`src/verilog/otp_prog_pkg.sv`:
```
// Purpose: Shared constants for the one-time-programmable memory programming sequencer.
// Assumes: 100 MHz system clock; byte-wide array with a 17-bit address.
// Notes:   Times are kept in their printed units; cycle counts derive from them.
package otp_prog_pkg;

	localparam int unsigned CLK_PERIOD_NS = 10;
	localparam int unsigned ADDR_W        = 17;
	localparam int unsigned DATA_W        = 8;
	localparam int unsigned TIMER_W       = 14;
	localparam int unsigned SYNC_STAGES   = 2;

	// *****************************************************************
	// Timing
	// *****************************************************************
	localparam int unsigned PULSE_TIME_US      = 100;
	localparam int unsigned PULSE_MIN_US       = 95;
	localparam int unsigned PULSE_MAX_US       = 105;
	localparam int unsigned SETUP_TIME_US      = 2;
	localparam int unsigned DATA_VALID_DELAY_NS   = 150;
	localparam int unsigned OUTPUT_FLOAT_DELAY_NS = 130;

	localparam int unsigned PULSE_CYC     = (PULSE_TIME_US * 1000) / CLK_PERIOD_NS;
	localparam int unsigned PULSE_MIN_CYC = (PULSE_MIN_US * 1000 + CLK_PERIOD_NS - 1)
		/ CLK_PERIOD_NS;
	localparam int unsigned PULSE_MAX_CYC = (PULSE_MAX_US * 1000) / CLK_PERIOD_NS;
	localparam int unsigned SETUP_CYC     = (SETUP_TIME_US * 1000 + CLK_PERIOD_NS - 1)
		/ CLK_PERIOD_NS;
	// Sampling waits the data valid delay plus the input synchroniser depth and one more cycle.
	localparam int unsigned READ_WAIT_CYC = (DATA_VALID_DELAY_NS + CLK_PERIOD_NS - 1)
		/ CLK_PERIOD_NS + SYNC_STAGES + 1;
	localparam int unsigned FLOAT_CYC     = (OUTPUT_FLOAT_DELAY_NS + CLK_PERIOD_NS - 1)
		/ CLK_PERIOD_NS;

	// *****************************************************************
	// Algorithm
	// *****************************************************************
	localparam logic [3:0]        MAX_RETRY      = 4'hA;
	localparam logic [ADDR_W-1:0] ADDR_FIRST     = 17'h00000;
	localparam logic [ADDR_W-1:0] ADDR_LAST_FULL = 17'h1FFFF;

	typedef enum logic [1:0] {
		PH_FIRST,
		PH_LOOP,
		PH_FINAL,
		PH_ID
	} phase_type;

endpackage

```
`src/verilog/otp_prog_sequencer.sv`:
```
// Purpose: Programmer-side sequencer that programs, verifies and identifies an OTP memory.
// Assumes: Source data answers o_src_addr within one cycle; supply outputs steer regulators.
// Notes:   Outputs to the part are all registered; the data bus input is synchronised.
// What this block does
// - Program pulses last 100 us, inside the 95 to 105 us window.
// - Programming starts with the first array address selected.
// - Core supply goes to 6.5 V and programming supply to 13.0 V.
// - Core supply rises first and falls last around the programming supply.
// - First pass gives each address one pulse without any verify read.
// - A separate verify and reprogram loop then visits each address until the last passes or a byte fails.
// - A failing byte gets single pulses, at most ten, each followed by verify.
// - A byte still failing after ten extra pulses fails the whole device.
// - A verified byte advances the address until all addresses are checked.
// - After the loop both supplies drop to 5.0 V before the final check.
// - Final pass rereads every byte; device passes only if all match.
// - Sample after the data valid delay; allow the float delay after release.
// - Identification mode is entered by high voltage on the select pin.
`timescale 1ns/100ps
module otp_prog_sequencer #(
	parameter logic [otp_prog_pkg::TIMER_W-1:0] PULSE_CYCLES = 14'(otp_prog_pkg::PULSE_CYC),
	parameter logic [otp_prog_pkg::ADDR_W-1:0]  LAST_ADDR    = otp_prog_pkg::ADDR_LAST_FULL
) (
	// Clock and reset
	input  wire logic                              i_clk,
	input  wire logic                              i_rst_n,
	// User commands and results
	input  wire logic                              i_start_program,
	input  wire logic                              i_start_identify,
	output logic                                   o_busy,
	output logic                                   o_done,
	output logic                                   o_pass,
	output logic                                   o_fail,
	output logic [otp_prog_pkg::ADDR_W-1:0]        o_fail_addr,
	output logic [otp_prog_pkg::DATA_W-1:0]        o_mfr_code,
	output logic [otp_prog_pkg::DATA_W-1:0]        o_dev_code,
	// Source image
	output logic [otp_prog_pkg::ADDR_W-1:0]        o_src_addr,
	input  wire logic [otp_prog_pkg::DATA_W-1:0]   i_src_data,
	// Memory part pins
	output logic [otp_prog_pkg::ADDR_W-1:0]        o_addr,
	output logic                                   o_ce_n,
	output logic                                   o_oe_n,
	output logic                                   o_program_strobe_n,
	output logic [otp_prog_pkg::DATA_W-1:0]        o_dq_out,
	output logic                                   o_dq_oe_n,
	input  wire logic [otp_prog_pkg::DATA_W-1:0]   i_dq_in,
	output logic                                   o_identification_high_voltage,
	// Supply steering
	output logic                                   o_vcc_program_level,
	output logic                                   o_vpp_program_level
);

	typedef enum logic [3:0] {
		S_IDLE,
		S_VCC_UP,
		S_VPP_UP,
		S_PSETUP,
		S_PULSE,
		S_PHOLD,
		S_RSETUP,
		S_RCHECK,
		S_RFLOAT,
		S_VPP_DN,
		S_VCC_DN,
		S_ID_UP,
		S_ID_DN,
		S_DONE
	} state_type;

	state_type                          state_r;
	state_type                          state_nxt;
	otp_prog_pkg::phase_type            phase_r;
	logic [otp_prog_pkg::ADDR_W-1:0]    addr_r;
	logic [3:0]                         retry_r;
	logic                               match_r;
	logic                               fail_r;
	logic                               tmr_load;
	logic [otp_prog_pkg::TIMER_W-1:0]   tmr_count;
	logic                               tmr_done;
	logic                               last;
	logic [otp_prog_pkg::DATA_W-1:0]    dq_meta_r;
	logic [otp_prog_pkg::DATA_W-1:0]    dq_sync_r;

	assign last       = (addr_r == LAST_ADDR);
	assign o_addr     = addr_r;
	assign o_src_addr = addr_r;
	assign o_fail     = fail_r;

	otp_prog_timer u_timer (
		.i_clk     (i_clk),
		.i_rst_n   (i_rst_n),
		.i_load    (tmr_load),
		.i_count   (tmr_count),
		.o_expired (tmr_done)
	);

	// *****************************************************************
	// Read data synchroniser
	// *****************************************************************
	always_ff @(posedge i_clk or negedge i_rst_n) begin
		if (!i_rst_n) begin
			dq_meta_r <= '0;
			dq_sync_r <= '0;
		end else begin
			dq_meta_r <= i_dq_in;
			dq_sync_r <= dq_meta_r;
		end
	end

	// *****************************************************************
	// Sequence
	// *****************************************************************
	always_comb begin
		state_nxt = state_r;
		tmr_load  = 1'b0;
		tmr_count = 14'(otp_prog_pkg::SETUP_CYC);
		unique case (state_r)
			S_IDLE: begin
				if (i_start_program || i_start_identify) begin
					state_nxt = i_start_program ? S_VCC_UP : S_ID_UP;
					tmr_load  = 1'b1;
				end
			end
			S_VCC_UP, S_VPP_UP: begin
				if (tmr_done) begin
					state_nxt = (state_r == S_VCC_UP) ? S_VPP_UP : S_PSETUP;
					tmr_load  = 1'b1;
				end
			end
			S_PSETUP: begin
				if (tmr_done) begin
					state_nxt = S_PULSE;
					tmr_load  = 1'b1;
					tmr_count = PULSE_CYCLES;
				end
			end
			S_PULSE: begin
				if (tmr_done) begin
					state_nxt = S_PHOLD;
					tmr_load  = 1'b1;
				end
			end
			S_PHOLD: begin
				if (tmr_done) begin
					tmr_load = 1'b1;
					if (phase_r == otp_prog_pkg::PH_FIRST && !last) begin
						state_nxt = S_PSETUP;
					end else begin
						state_nxt = S_RSETUP;
						tmr_count = 14'(otp_prog_pkg::READ_WAIT_CYC);
					end
				end
			end
			S_RSETUP: begin
				if (tmr_done) begin
					state_nxt = S_RCHECK;
				end
			end
			S_RCHECK: begin
				state_nxt = S_RFLOAT;
				tmr_load  = 1'b1;
				tmr_count = 14'(otp_prog_pkg::FLOAT_CYC);
			end
			S_RFLOAT: begin
				if (tmr_done) begin
					tmr_load  = 1'b1;
					tmr_count = 14'(otp_prog_pkg::READ_WAIT_CYC);
					state_nxt = S_RSETUP;
					if (phase_r == otp_prog_pkg::PH_LOOP) begin
						if (match_r && last) begin
							state_nxt = S_VPP_DN;
							tmr_count = 14'(otp_prog_pkg::SETUP_CYC);
						end else if (!match_r && retry_r == otp_prog_pkg::MAX_RETRY) begin
							state_nxt = S_VPP_DN;
							tmr_count = 14'(otp_prog_pkg::SETUP_CYC);
						end else if (!match_r) begin
							state_nxt = S_PSETUP;
							tmr_count = 14'(otp_prog_pkg::SETUP_CYC);
						end
					end else if (phase_r == otp_prog_pkg::PH_FINAL && last) begin
						state_nxt = S_DONE;
					end else if (phase_r == otp_prog_pkg::PH_ID && addr_r[0]) begin
						state_nxt = S_ID_DN;
						tmr_count = 14'(otp_prog_pkg::SETUP_CYC);
					end
				end
			end
			S_VPP_DN: begin
				if (tmr_done) begin
					state_nxt = S_VCC_DN;
					tmr_load  = 1'b1;
				end
			end
			S_VCC_DN: begin
				if (tmr_done) begin
					state_nxt = fail_r ? S_DONE : S_RSETUP;
					tmr_load  = !fail_r;
					tmr_count = 14'(otp_prog_pkg::READ_WAIT_CYC);
				end
			end
			S_ID_UP: begin
				if (tmr_done) begin
					state_nxt = S_RSETUP;
					tmr_load  = 1'b1;
					tmr_count = 14'(otp_prog_pkg::READ_WAIT_CYC);
				end
			end
			S_ID_DN: begin
				if (tmr_done) begin
					state_nxt = S_DONE;
				end
			end
			S_DONE: begin
				state_nxt = S_IDLE;
			end
		endcase
	end

	always_ff @(posedge i_clk or negedge i_rst_n) begin
		if (!i_rst_n) begin
			state_r <= S_IDLE;
		end else begin
			state_r <= state_nxt;
		end
	end

	// *****************************************************************
	// Address, phase and retry tracking
	// *****************************************************************
	always_ff @(posedge i_clk or negedge i_rst_n) begin
		if (!i_rst_n) begin
			phase_r <= otp_prog_pkg::PH_FIRST;
			addr_r  <= otp_prog_pkg::ADDR_FIRST;
			retry_r <= 4'h0;
		end else if (state_r == S_IDLE && (i_start_program || i_start_identify)) begin
			phase_r <= i_start_program ? otp_prog_pkg::PH_FIRST : otp_prog_pkg::PH_ID;
			addr_r  <= otp_prog_pkg::ADDR_FIRST;
			retry_r <= 4'h0;
		end else if (state_r == S_PHOLD && tmr_done) begin
			if (phase_r == otp_prog_pkg::PH_FIRST && last) begin
				phase_r <= otp_prog_pkg::PH_LOOP;
				addr_r  <= otp_prog_pkg::ADDR_FIRST;
			end else if (phase_r == otp_prog_pkg::PH_FIRST) begin
				addr_r <= addr_r + 17'h00001;
			end else begin
				retry_r <= retry_r + 4'h1;
			end
		end else if (state_r == S_RFLOAT && tmr_done && state_nxt == S_RSETUP) begin
			// Address moves only with output enable high, so each read sees one address.
			addr_r  <= addr_r + 17'h00001;
			retry_r <= 4'h0;
		end else if (state_r == S_VCC_DN && tmr_done) begin
			phase_r <= otp_prog_pkg::PH_FINAL;
			addr_r  <= otp_prog_pkg::ADDR_FIRST;
		end
	end

	// *****************************************************************
	// Verify results
	// *****************************************************************
	always_ff @(posedge i_clk or negedge i_rst_n) begin
		if (!i_rst_n) begin
			match_r     <= 1'b0;
			fail_r      <= 1'b0;
			o_fail_addr <= '0;
			o_mfr_code  <= '0;
			o_dev_code  <= '0;
			o_pass      <= 1'b0;
			o_done      <= 1'b0;
			o_busy      <= 1'b0;
		end else begin
			o_busy <= (state_nxt != S_IDLE);
			o_done <= (state_nxt == S_DONE);
			if (state_r == S_IDLE && i_start_program) begin
				fail_r <= 1'b0;
				o_pass <= 1'b0;
			end
			if (state_r == S_RCHECK) begin
				match_r <= (dq_sync_r == i_src_data);
				if (phase_r == otp_prog_pkg::PH_ID && !addr_r[0]) begin
					o_mfr_code <= dq_sync_r;
				end
				if (phase_r == otp_prog_pkg::PH_ID && addr_r[0]) begin
					o_dev_code <= dq_sync_r;
				end
				if (phase_r == otp_prog_pkg::PH_FINAL && dq_sync_r != i_src_data && !fail_r) begin
					fail_r      <= 1'b1;
					o_fail_addr <= addr_r;
				end
			end
			if (state_r == S_RFLOAT && tmr_done && phase_r == otp_prog_pkg::PH_LOOP
				&& !match_r && retry_r == otp_prog_pkg::MAX_RETRY) begin
				fail_r      <= 1'b1;
				o_fail_addr <= addr_r;
			end
			if (state_r == S_RFLOAT && tmr_done && phase_r == otp_prog_pkg::PH_FINAL && last
				&& !fail_r && match_r) begin
				o_pass <= 1'b1;
			end
		end
	end

	// *****************************************************************
	// Supplies and identification voltage
	// *****************************************************************
	always_ff @(posedge i_clk or negedge i_rst_n) begin
		if (!i_rst_n) begin
			o_vcc_program_level           <= 1'b0;
			o_vpp_program_level           <= 1'b0;
			o_identification_high_voltage <= 1'b0;
		end else begin
			if (state_nxt == S_VCC_UP) begin
				o_vcc_program_level <= 1'b1;
			end else if (state_nxt == S_VCC_DN) begin
				o_vcc_program_level <= 1'b0;
			end
			if (state_nxt == S_VPP_UP) begin
				o_vpp_program_level <= 1'b1;
			end else if (state_nxt == S_VPP_DN) begin
				o_vpp_program_level <= 1'b0;
			end
			if (state_nxt == S_ID_UP) begin
				o_identification_high_voltage <= 1'b1;
			end else if (state_nxt == S_ID_DN || state_nxt == S_IDLE) begin
				o_identification_high_voltage <= 1'b0;
			end
		end
	end

	// *****************************************************************
	// Control strobes and write data
	// *****************************************************************
	always_ff @(posedge i_clk or negedge i_rst_n) begin
		if (!i_rst_n) begin
			o_ce_n             <= 1'b1;
			o_oe_n             <= 1'b1;
			o_program_strobe_n <= 1'b1;
			o_dq_oe_n          <= 1'b1;
			o_dq_out           <= '0;
		end else begin
			o_ce_n             <= (state_nxt == S_IDLE || state_nxt == S_DONE);
			o_oe_n             <= !(state_nxt == S_RSETUP || state_nxt == S_RCHECK);
			o_program_strobe_n <= (state_nxt != S_PULSE);
			o_dq_oe_n          <= !(state_nxt == S_PSETUP || state_nxt == S_PULSE
				|| state_nxt == S_PHOLD);
			// Data follows the source only during setup, then is frozen for the pulse.
			if (state_nxt == S_PSETUP) begin
				o_dq_out <= i_src_data;
			end
		end
	end

endmodule

```
`src/verilog/otp_prog_timer.sv`:
```
// Purpose: Down-counting interval timer for the programming sequencer.
// Assumes: Loaded on the edge that enters a timed state.
// Notes:   o_expired is high in the last cycle of a loaded interval of i_count cycles.
`timescale 1ns/100ps
module otp_prog_timer (
	// Clock and reset
	input  wire logic                               i_clk,
	input  wire logic                               i_rst_n,
	// Control
	input  wire logic                               i_load,
	input  wire logic [otp_prog_pkg::TIMER_W-1:0]   i_count,
	output logic                                    o_expired
);

	logic [otp_prog_pkg::TIMER_W-1:0] cnt_r;

	always_ff @(posedge i_clk or negedge i_rst_n) begin
		if (!i_rst_n) begin
			cnt_r <= '0;
		end else if (i_load) begin
			cnt_r <= i_count - 14'h0001;
		end else if (cnt_r != '0) begin
			cnt_r <= cnt_r - 14'h0001;
		end
	end

	assign o_expired = (cnt_r == '0);

endmodule
```
`config.mk`:
```
export PLATFORM = sky130hd
export DESIGN_NAME = otp_prog_sequencer
export DESIGN_NICKNAME = d
export VERILOG_FILES = /design/src/verilog/otp_prog_pkg.sv /design/src/verilog/otp_prog_sequencer.sv /design/src/verilog/otp_prog_timer.sv
export SDC_FILE = /design/constraint.sdc
export NUM_CORES = 1
export LEC_CHECK = 0
export BUFFER_PORTS_ARGS = -buffer_cell sky130_fd_sc_hd__buf_4
export CAP_MARGIN = 20
export CORE_AREA = 2 2 141 102
export CTS_CLUSTER_DIAMETER = 200
export DETAILED_ROUTE_END_ITERATION = 10
export DIE_AREA = 0 0 143 104
export SLEW_MARGIN = 20
export SYNTH_ARGS = -nofsm -noshare
export SYNTH_HDL_FRONTEND = slang
export SYNTH_SLANG_ARGS = --single-unit
```
`constraint.sdc`:
```
create_clock -name i_clk -period 4.4 [get_ports i_clk]
set_clock_uncertainty 0.05 [all_clocks]
set_input_delay 0.44 -clock i_clk [delete_from_list [all_inputs] [get_ports i_clk]]
set_output_delay 0.44 -clock i_clk [all_outputs]
set_load 0.02 [all_outputs]
```
Word level (Yosys, flattened, before mapping). Index checks and enable logic that the tools add are counted.

Word-level logic and storage cells: 196. Output and inout port bits: 86. Bits in registers: 110. Bits of input ports: 20.

Muxes and demuxes: 72. Equal/unequal tests: 38. Reduce and logical (&&, ||, !) cells: 59. $add $sub $neg: 4.

Operators with widths (count): 17-bit 2-to-1 mux (9); 4-bit 2-to-1 mux (23); 14-bit 2-to-1 mux (5); 14-bit one-hot mux with 5 select lines (1); 8-bit 2-to-1 mux (8); 4-bit one-hot mux with 13 select lines (1); 4-bit equality test (second input constant) (12); 4-bit by 3-bit equality test with 1-bit output (second input constant) (8); 14-bit by 1-bit subtractor with 14-bit output (second input constant) (2); 1-bit logical AND (22); 17-bit by 1-bit adder with 17-bit output (second input constant) (1); 17-bit equality test (second input constant) (1); 4-bit by 2-bit equality test with 1-bit output (second input constant) (4); 1-bit 2-to-1 mux (16); 14-bit logical NOT (1); 14-bit nonzero test (1); 2-bit nonzero test (7); 2-bit 2-to-1 mux (6); 3-bit inequality test (second input constant) (3); 4-bit by 1-bit equality test with 1-bit output (second input constant) (2); 8-bit equality test (1); 4-bit logical NOT (2); 4-bit by 3-bit inequality test with 1-bit output (second input constant) (2); 8-bit inequality test (1); other kinds (15) (34).

Longest topological paths before layout. Gate-level depths: netlist (run 1).

Depth after elaboration: 12. Mapped depth: 18. Gate-level depth less buffers: 16.

Cells and area by module. Synthesis (run 1) repeated with hierarchy kept, for this count alone.

Cells, all modules: 533. Area total of the unflattened synthesis: 5736.8 µm².

Modules (own cells, without submodules): otp_prog_sequencer (area each 4690.7 µm², times used 1, sequential area each 2407.3 µm², cells each 423); otp_prog_timer (area each 1046.0 µm², times used 1, sequential area each 350.3 µm², cells each 110).

Worst setup path before layout (run 1). OpenSTA, ideal clock, no wires.

Path type: flip-flop to flip-flop. Start point: register addr_r, in the netlist o_addr[1]. End point: register u_timer.cnt_r[12] (netlist bit). Buffers on the path: 1. Arrival: 4.002 ns. Stages on the path, launching flop included: 17. Period minus slack after synthesis: 4.131 ns. Slack: 0.269 ns. Data required time: 4.271 ns. Library setup time: 0.079 ns. Path through: dfrtp_1 > ha_1 > nand3_1 > nor3_1 > and3_1 > and3_1 > and3_1 > and3_1 > ha_1 > clkbuf_1 > or3b_2 > a311o_1 > a32o_1 > a21oi_1 > o2111ai_1 > nor4_1 > mux2i_1.

Word-level cells in the longest chain between the ends: 8. Elaborated cells on any way between the ends: 14. Classes of those cells: 1 x add/sub; 1 x eq/ne; 8 x mux; 4 x reduce/logical.

RTL lines: from (decl) (line otp_prog_sequencer.sv:73) `logic [otp_prog_pkg::ADDR_W-1:0] addr_r;`; from (signal assigned) (line otp_prog_sequencer.sv:233) `addr_r <= otp_prog_pkg::ADDR_FIRST;`; from (signal assigned) (line otp_prog_sequencer.sv:237) `addr_r <= otp_prog_pkg::ADDR_FIRST;`; from (signal assigned) (line otp_prog_sequencer.sv:242) `addr_r <= otp_prog_pkg::ADDR_FIRST;`; 17-bit equality test * (line otp_prog_sequencer.sv:84) `assign last = (addr_r == LAST_ADDR);`; 1-bit logical AND (tied with other cells) (line otp_prog_sequencer.sv:180) `end else if (phase_r == otp_prog_pkg::PH_FINAL && last) begin`; 8-bit 2-to-1 mux (tied with other cells) (line otp_prog_sequencer.sv:180); 14-bit 2-to-1 mux or 8-bit 2-to-1 mux (tied branches) (line otp_prog_sequencer.sv:169, otp_prog_sequencer.sv:146); 14-bit 2-to-1 mux or 8-bit 2-to-1 mux (tied branches) (line otp_prog_sequencer.sv:165, otp_prog_sequencer.sv:144); 14-bit one-hot mux with 5 select lines * (line otp_prog_sequencer.sv:117) `unique case (state_r)`; 14-bit by 1-bit subtractor with 14-bit output * (line otp_prog_timer.sv:21) `cnt_r <= i_count - 14'h0001;`; 14-bit 2-to-1 mux * (line otp_prog_timer.sv:20) `end else if (i_load) begin`; to (signal assigned) (line otp_prog_timer.sv:21); to (signal assigned) (line otp_prog_timer.sv:23) `cnt_r <= cnt_r - 14'h0001;`; to (decl) (line otp_prog_timer.sv:15) `logic [otp_prog_pkg::TIMER_W-1:0] cnt_r;`.

Mark *: on every way between the ends. The rest lies on a longest branch, timed or not. A chain may end at the register's enable or synchronous reset.

Worst setup path after layout (run 1). Ends and elaborated chain as after synthesis.

==> results.json, run 1 <==
{
  "fin_tns_setup_ns": 0,
  "peakVddDrop_uv": 371,
  "io_pins": 106,
  "die_h_um": 104,
  "synth_edf_count": 0,
  "gr-max-usage-layer": "met2",
  "synth_cell_types": 71,
  "cp_data_required_time_ns": 4.62,
  "yosys_warnings": 0,
  "drive_gt1_share_pct": 33.8,
  "die_w_um": 143,
  "ys_ff_latch": 110,
  "cts_setup_buffers": 0,
  "antenna_left": 0,
  "p_per_area_nw_per_um2": 597,
  "placementRows": 36,
  "tightest_slew_ns": 0.736,
  "finalCriticalPeriod_ns": 4.10,
  "ff2ff_path_depth": 15,
  "crit_path_end_kind": "flip-flop",
  "grt_pass1_vias": 4245,
  "relSlewSlack_pct": 51.0,
  "ys_top_cells_by_count": "dfrtp_1 (106), mux2_2 (41), nor2_1 (33)",
  "reg2reg_slack_ns": 0.30,
  "async_reset_ff_share_pct": 100,
  "grt_first_pass_wirelength_mm": 22.3,
  "cp_common_cell": "and3_1",
  "critical_path_class": "reg -> reg",
  "finalMaxSlewViolations": 0,
  "dp_cells": 783,
  "syn_area_um2": 5560,
  "grt_util_met3_pct": 4.97,
  "wl_mm": 13.6,
  "instances_no_fill": 799,
  "start_kind": "flip-flop",
  "finalHoldViolations": 0,
  "wl_per_cell_um": 17.0,
  "clk_pin_slew_ns": 0.08,
  "drt_first_pass_iters": 4,
  "setup_ws_ns": 0.304,
  "path_cells": "ha_1 -> nand3_1 -> nor3_1 -> and3_1 -> and3_1 -> and3_1 -> and3_1 -> ha_2 -> or3b_2 -> a311o_1 -> a32o_1 -> a21oi_1 -> o2111ai_2 -> nor4_2 -> mux2i_1",
  "slowest_delay_ns": 0.45,
  "yosysSeqAreaShare_pct": 49.6,
  "start_util_pct": 41.0,
  "viasPerCell": 5.45,
  "drc": 0,
  "p_leak_nw": 3.15,
  "root_buffer": "clkbuf_16",
  "gr-usage-met2_pct": 27.8,
  "post_cts_resized": 0,
  "critPathMaxFanout": 9,
  "drtIter0Drc": 276,
  "place_ws_ns": 0.144,
  "hpwl_mm": 9.62,
  "r2r_start": "o_addr[1]",
  "netlist.area_leader.share_pct": 47.7,
  "antenna_found_initial": 0,
  "maxCapViolCount": 0,
  "status": "finished clean",
  "min_path_type": "in -> async",
  "nNetsFinal": 629,
  "r2r-end": "u_timer.cnt_r[12]",
  "grt_max_degree": 84,
  "route.vias.total": 4354,
  "dieArea_um2": 14900,
  "setup_viol": 0,
  "post-route-period-util_pct": 93.1,
  "worstSkewPairLatency_ns": 0.35,
  "diodes": 0,
  "rsz0062_at_grt": "no",
  "yosysMostFrequentCell": "dfrtp_1",
  "synth_flop_cell": "dfrtp_1",
  "port_buffers": 105,
  "synthToLayoutAreaGrowth_pct": 22.1,
  "cts_buffer_depth": 2,
  "routabilityCongestion": 0.891,
  "numCtsBuffers": 9,
  "crit_start": "o_addr[1]",
  "slowest_stage": "or3b_2",
  "arrival_ns": 4.32,
  "endpoint": "u_timer.cnt_r[12]",
  "grt_use_total_pct": 18.7,
  "syn_inst": 516,
  "cts.sinks": 110,
  "grt_remaining_overflow": 0,
  "tritoncts": "yes",
  "htreeDepth": 3,
  "grt.met1_usage_pct": 27.6,
  "synthesis.nets": 541,
  "yosys-top-cells-area": "dfrtp_1 (48%), mux2_2 (8.3%), o21ai_0 (2.6%)",
  "timing.fmax_mhz": 244,
  "hold_buffers": 0,
  "core_region_area_um2": 13600,
  "syn_area_per_cell_um2": 10.8,
  "synth_area_leader_cell": "dfrtp_1"
}
==> per-layer routing <==
layer	vias up	part of all wire [%]
li1	2062	-
met1	2150	49
met2	134	44
met4	0	0.70
met3	8	6.1
met5	-	0
==> worst min path at each step <==
stage                      start         endpoint  slack (ns)  depth (start not counted)
finish                   i_rst_n  o_fail_addr[10]        0.05                          1
floorplan                i_rst_n     dq_meta_r[0]        0.09                          0
detailed placement  dq_meta_r[4]     dq_sync_r[4]        0.28                          0
global route             i_rst_n  o_fail_addr[10]        0.12                          1
CTS                   i_dq_in[4]     dq_meta_r[4]        0.13                          1
global placement    dq_meta_r[2]     dq_sync_r[2]        0.28                          0
==> power breakdown <==
| group | total [mW] | switching (mW) | internal, mW |
|---|---|---|---|
| Sequential | 1.47 | 0.235 | 1.24 |
| Clock | 0.803 | 0.393 | 0.409 |
| Combinational | 1.78 | 1.04 | 0.740 |
==> cells by family after synthesis <==
family / count (synthesis) / synth area share [%]
DFF: 110 / 49.6
and+or+nand+nor: 151 / 15.2
AOI/OAI and AO/OA: 133 / 17.2
buffers and inverters: 55 / 5.10
adders and majority gates: 5 / 1.12
xor gates and xnor gates: 15 / 2.36
muxes: 47 / 9.40
==> stage by stage <==
stage	util, %	area (um2)	total power [mW]	hold WS (ns)
after floorplan	-	5560	2.69	0.0944
after global placement	47.6	6460	3.21	0.282
after detailed placement	47.6	6460	3.24	0.285
after CTS	49.8	6750	4.06	0.135
after global routing	50.1	6790	4.36	0.125
final	50.1	6790	4.06	0.0490
==> final cells by class <==
class	count	area, um2
tap	190	238
clock inverter	6	55.1
inverter	15	56.3
sequential	110	2760
timing repair buffer	117	882
multi-input combinational	351	2560
clock buffer	10	239
fill	1277	6770
==> registers in the layout (all words and copies together) (netlist names), 2 cells and up <==
register / flops
state_r: 4
o_dq_out: 8
o_fail_addr: 17
u_timer.cnt_r: 14
o_mfr_code: 8
retry_r: 4
dq_meta_r: 8
o_dev_code: 8
dq_sync_r: 8
o_addr: 17
phase_r: 2
==> worst max-delay path, delay by kind of cell (launching register included) <==
family / cells / cell delay [ns]
DFF: 1 / 0.44
and+or+nand+nor: 8 / 1.70
muxes: 1 / 0.22
adders and majority gates: 2 / 0.46
AOI/OAI and AO/OA: 4 / 1.15
==> cell usage in the layout (no fill, tap or decap), types with 4 or more instances in the layout <==
master / n
nor2b_1: 11
nand2b_1: 8
a21o_1: 5
or3_1: 5
a31oi_1: 4
mux2_2: 41
o22ai_1: 4
xnor2_1: 11
nand3_1: 6
ha_1: 4
nand4_1: 5
nor2_1: 32
mux2i_1: 5
nand2_1: 32
dfstp_2: 4
a21oi_1: 22
buf_4: 116
nor4_1: 7
inv_1: 13
nor3_1: 10
and3_1: 10
o31ai_1: 5
clkbuf_16: 9
xor2_1: 4
o21ai_0: 29
a22o_1: 13
dfrtp_1: 106
(Power assumes the default switching activity.)
==> inputs of run 2 (changes only) <==
BUFFER_PORTS_ARGS = -buffer_cell sky130_fd_sc_hd__buf_2   (was -buffer_cell sky130_fd_sc_hd__buf_4)
PLACE_DENSITY = 0.67   (was not set)
==> results.json, run 2 (synthesis gave the netlist of run 1 again) <==
{
  "placed_area_um2": 6210,
  "arrival_ns": 4.31,
  "fin_area_um2": 6600,
  "path_cells": "ha_1 -> nand3_1 -> nor3_2 -> and3_1 -> and3_1 -> and3_1 -> and3_1 -> ha_1 -> buf_4 -> or3_1 -> a22oi_1 -> a221oi_2 -> a211oi_2 -> o2111ai_2 -> nor4_1 -> mux2i_1",
  "relSlewSlack_pct": 30.5,
  "die_w_um": 143,
  "cts.sinks": 110,
  "synthToLayoutAreaGrowth_pct": 18.6,
  "dp_cells": 785,
  "grt_use_total_pct": 18.4,
  "instances_no_fill": 804,
  "grt_max_degree": 79,
  "p_total_mw": 4.02,
  "finalHoldViolations": 0,
  "placementRows": 36,
  "seq_area_um2": 2760,
  "p_per_area_nw_per_um2": 609,
  "drc": 0,
  "diodes": 0,
  "crit_path_end_kind": "flip-flop",
  "post-route-period-util_pct": 93.3,
  "tritoncts": "yes",
  "die_h_um": 104,
  "grt_pass1_vias": 4149,
  "start_kind": "flip-flop",
  "htreeDepth": 3,
  "numCtsBuffers": 9,
  "start_util_pct": 41.0,
  "fill_cells": 1279,
  "critical_path_class": "reg -> reg",
  "nNetsFinal": 634,
  "status": "finished clean",
  "drive_gt1_share_pct": 33.9,
  "timing.fmax_mhz": 244,
  "wl_per_cell_um": 16.7,
  "wl_mm": 13.4,
  "port_buffers": 105,
  "maxCapViolCount": 0,
  "critPathMaxFanout": 6,
  "grt_remaining_overflow": 0,
  "final_cell_mix": "dfrtp_1 (106), buf_2 (104), mux2_2 (41), nor2_1 (33), nand2_1 (32)",
  "cp_common_cell": "and3_1",
  "finalCriticalPeriod_ns": 4.10,
  "drtIter0Drc": 392,
  "viasPerCell": 5.43,
  "fin_util_pct": 48.7,
  "setup_viol": 0,
  "tightest_slew_ns": 1.02,
  "final_common_cell": "dfrtp_1",
  "cp_data_required_time_ns": 4.61,
  "wl_met1_mm": 6.65,
  "antenna_found_initial": 0,
  "multi_input_area_um2": 2560,
  "io_pins": 106,
  "fin_hold_ws_ns": 0.153,
  "routabilityCongestion": 0.871,
  "root_buffer": "clkbuf_16",
  "clk_pin_slew_ns": 0.07,
  "antenna_left": 0,
  "route.vias.total": 4365,
  "hpwl_mm": 9.55,
  "cts_buffer_depth": 2,
  "slowest_delay_ns": 0.44,
  "drt_first_pass_iters": 5,
  "min_path_type": "in -> reg",
  "slowest_stage": "a211oi_2",
  "p_leak_nw": 3.16,
  "rsz0062_at_grt": "no",
  "peakVddDrop_uv": 370,
  "wl_met2_mm": 5.80,
  "grt_first_pass_wirelength_mm": 21.9,
  "core_region_area_um2": 13600,
  "dieArea_um2": 14900,
  "finalMaxSlewViolations": 0,
  "wl_met3_um": 869,
  "worstSkewPairLatency_ns": 0.34,
  "top_layer_used": "met4",
  "place_ws_ns": 0.207,
  "setup_ws_ns": 0.296,
  "fin_tns_setup_ns": 0
}
[run 2: routing by layer]
metal	vias to the layer above	GRT usage (%)
li1	2072	-
met1	2116	28.4
met2	169	26.4
met3	8	4.24
met4	0	3.18
met5	-	0
[run 2: worst paths after layout]
check,from,endpoint,slack [ns],depth (start not counted)
setup / recovery,o_addr[1],u_timer.cnt_r[12],0.30,16
hold / removal,i_dq_in[7],dq_meta_r[7],0.15,1
setup reg to reg,o_addr[1],u_timer.cnt_r[12],0.30,16
hold reg to reg,dq_meta_r[5],dq_sync_r[5],0.30,0
max in group asynchronous,i_rst_n,o_pass,3.10,3
min in group asynchronous,i_rst_n,o_fail_addr[7],0.48,2
[run 2: layout make-up]
cell class,count,area share (%)
clock buffers,10,3.47
well taps,190,3.60
repair buffers,122,10.3
inverters,15,0.853
clock inverters,6,1.21
flip-flops and latches,110,41.8
multi-input cells,351,38.8
[run 2: critical path: cells and delay by family (launching register included)]
kind	cells	cell delay, ns
buf+inv	1	0.18
compound gates	4	1.08
flops	1	0.43
simple gates	8	1.60
fa+ha+maj	2	0.46
mux	1	0.22
[run 2: repair_timing]
| action | 4_1_cts | 5_1_grt |
|---|---|---|
| hold endpoints to repair | 0 | 16 |
| setup endpoints to repair | 0 | 28 |
| gates resized for setup | 0 | 5 |
| buffers inserted | 0 | 1 |
| hold buffers | 0 | 1 |
[run 2: power breakdown]
part           total, mW  switching, mW  internal (mW)
combinational       1.70           1.02          0.676
sequential          1.48          0.244           1.24
clock              0.842          0.387          0.455
==> inputs of run 3 (changes only) <==
CORE_AREA = 2 2 130 94   (was 2 2 141 102)
DIE_AREA = 0 0 132 96   (was 0 0 143 104)
PLACE_DENSITY = 0.8   (was 0.67)
clock period = 3.7 ns   (was 4.4 ns; I/O delays follow)
==> results.json, run 3 (synthesis gave the netlist of run 1 again) <==
{
  "route.vias.total": 4737,
  "root_buffer": "clkbuf_16",
  "io_pins": 106,
  "grt_max_degree": 72,
  "timing.fmax_mhz": 268,
  "wl_mm": 14.2,
  "relSlewSlack_pct": 36.9,
  "clk_pin_slew_ns": 0.08,
  "rsz0062_at_grt": "yes",
  "port_buffers": 105,
  "final_cell_mix": "dfrtp_1 (104), buf_2 (104), buf_4 (54), mux2_2 (40)",
  "diodes": 0,
  "min_path_type": "in -> async",
  "drive_gt1_share_pct": 41.1,
  "finalHoldViolations": 0,
  "place_ws_ns": -0.0567,
  "violations": "negative setup slack",
  "ff2ff_path_depth": 16,
  "critical_path_class": "reg -> reg",
  "viasPerCell": 5.84,
  "htreeDepth": 3,
  "reg2reg_slack_ns": -0.04,
  "cts_buffer_depth": 2,
  "die_w_um": 132,
  "tightest_slew_ns": 0.922,
  "r2r-end": "u_timer.cnt_r[5]",
  "grt_first_pass_wirelength_mm": 22.7,
  "p_leak_nw": 3.38,
  "start_util_pct": 48.6,
  "antenna_found_initial": 0,
  "status": "finished, violations left",
  "placementRows": 33,
  "arrival_ns": 3.97,
  "nNetsFinal": 674,
  "finalCriticalPeriod_ns": 3.74,
  "hpwl_mm": 9.76,
  "tritoncts": "yes",
  "peakVddDrop_uv": 571,
  "drt_first_pass_iters": 5,
  "grt_pass1_vias": 4425,
  "fin_tns_setup_ns": -0.0410,
  "grt_use_total_pct": 22.6,
  "placed_area_um2": 6470,
  "p_per_area_nw_per_um2": 745,
  "drc": 0,
  "maxCapViolCount": 0,
  "drtIter0Drc": 326,
  "hold_buffers": 0,
  "setup_viol": 2,
  "worstSkewPairLatency_ns": 0.36,
  "core_region_area_um2": 11400,
  "wl_per_cell_um": 17.5,
  "critPathMaxFanout": 7,
  "synthToLayoutAreaGrowth_pct": 26.5,
  "cts.sinks": 110,
  "cp_data_required_time_ns": 3.93,
  "dieArea_um2": 12700,
  "grt_remaining_overflow": 0,
  "die_h_um": 96,
  "finalMaxSlewViolations": 0,
  "setup_ws_ns": -0.0366,
  "crit_path_end_kind": "flip-flop",
  "post-route-period-util_pct": 101,
  "antenna_left": 0,
  "start_kind": "flip-flop",
  "routabilityCongestion": 0.969,
  "numCtsBuffers": 9,
  "r2r_start": "o_addr[0]",
  "fin_area_um2": 7040
}
run 3: per-layer routing:
| metal | up-vias | wire length [um] | global-route usage [%] |
|---|---|---|---|
| met2 | 255 | 6360 | 34.5 |
| met4 | 0 | 288 | 8.33 |
| li1 | 2157 | - | - |
| met1 | 2295 | 6190 | 31.5 |
| met5 | - | 0 | 0 |
| met3 | 30 | 1360 | 5.63 |
run 3: worst max-delay path by stage:
stage / startpoint / cells past startpoint / slack (ns) / endpoint
floorplan: o_addr[1] / 17 / -0.15 / o_dq_out[0]
global placement: o_addr[0] / 14 / 0.02 / u_timer.cnt_r[12]
detailed placement: o_addr[0] / 14 / -0.06 / u_timer.cnt_r[12]
CTS: o_addr[0] / 15 / 0.01 / u_timer.cnt_r[12]
global route: o_addr[1] / 16 / -0.19 / u_timer.cnt_r[5]
finish: o_addr[0] / 16 / -0.04 / u_timer.cnt_r[5]
run 3: cell type report:
| type | count | area [um2] |
|---|---|---|
| Sequential cell | 110 | 2760 |
| Clock buffer | 9 | 225 |
| Inverter | 15 | 58.8 |
| Tap cell | 157 | 196 |
| Multi-Input combinational cell | 351 | 2750 |
| Timing Repair Buffer | 162 | 971 |
| Fill cell | 913 | 4400 |
| Clock inverter | 7 | 76.3 |
run 3: what timing repair did:
item | 4_1_cts | 5_1_grt
endpoints found under the setup margin | 25 | 36
gates cloned | 0 | 2
pin swaps | 5 | 11
resized for setup | 8 | 18
buffers inserted | 8 | 7
run 3: worst max-delay path: stages (launching register included):
cell and delay (ns):
dfrtp_2 0.43, ha_4 0.17, nand3_4 0.09, nor3_4 0.05, and3_4 0.18, and3_4 0.18
and3_4 0.18, and3_4 0.18, ha_4 0.17, or3b_4 0.36, a311o_1 0.37, a32o_2 0.28
a21oi_4 0.19, buf_4 0.15, nand4_1 0.11, or3_1 0.37, a21oi_2 0.14
run 3: metrics by stage:
stage                     total power [mW]  hold WS, ns  instances  utilization, %
after detailed placement              3.97        0.285        778            56.5
after global placement                3.91        0.282        778            56.5
after CTS                             5.04       0.0514        802            60.2
after floorplan                       3.27       0.0244        516               -
after global routing                  5.57       0.0462        811            61.5
final                                 5.24       0.0601        811            61.5
run 3: report_power, final:
group / internal [mW] / switching (mW)
Sequential: 1.47 / 0.255
Clock: 0.481 / 0.483
Combinational: 1.09 / 1.46
Total: 3.04 / 2.20
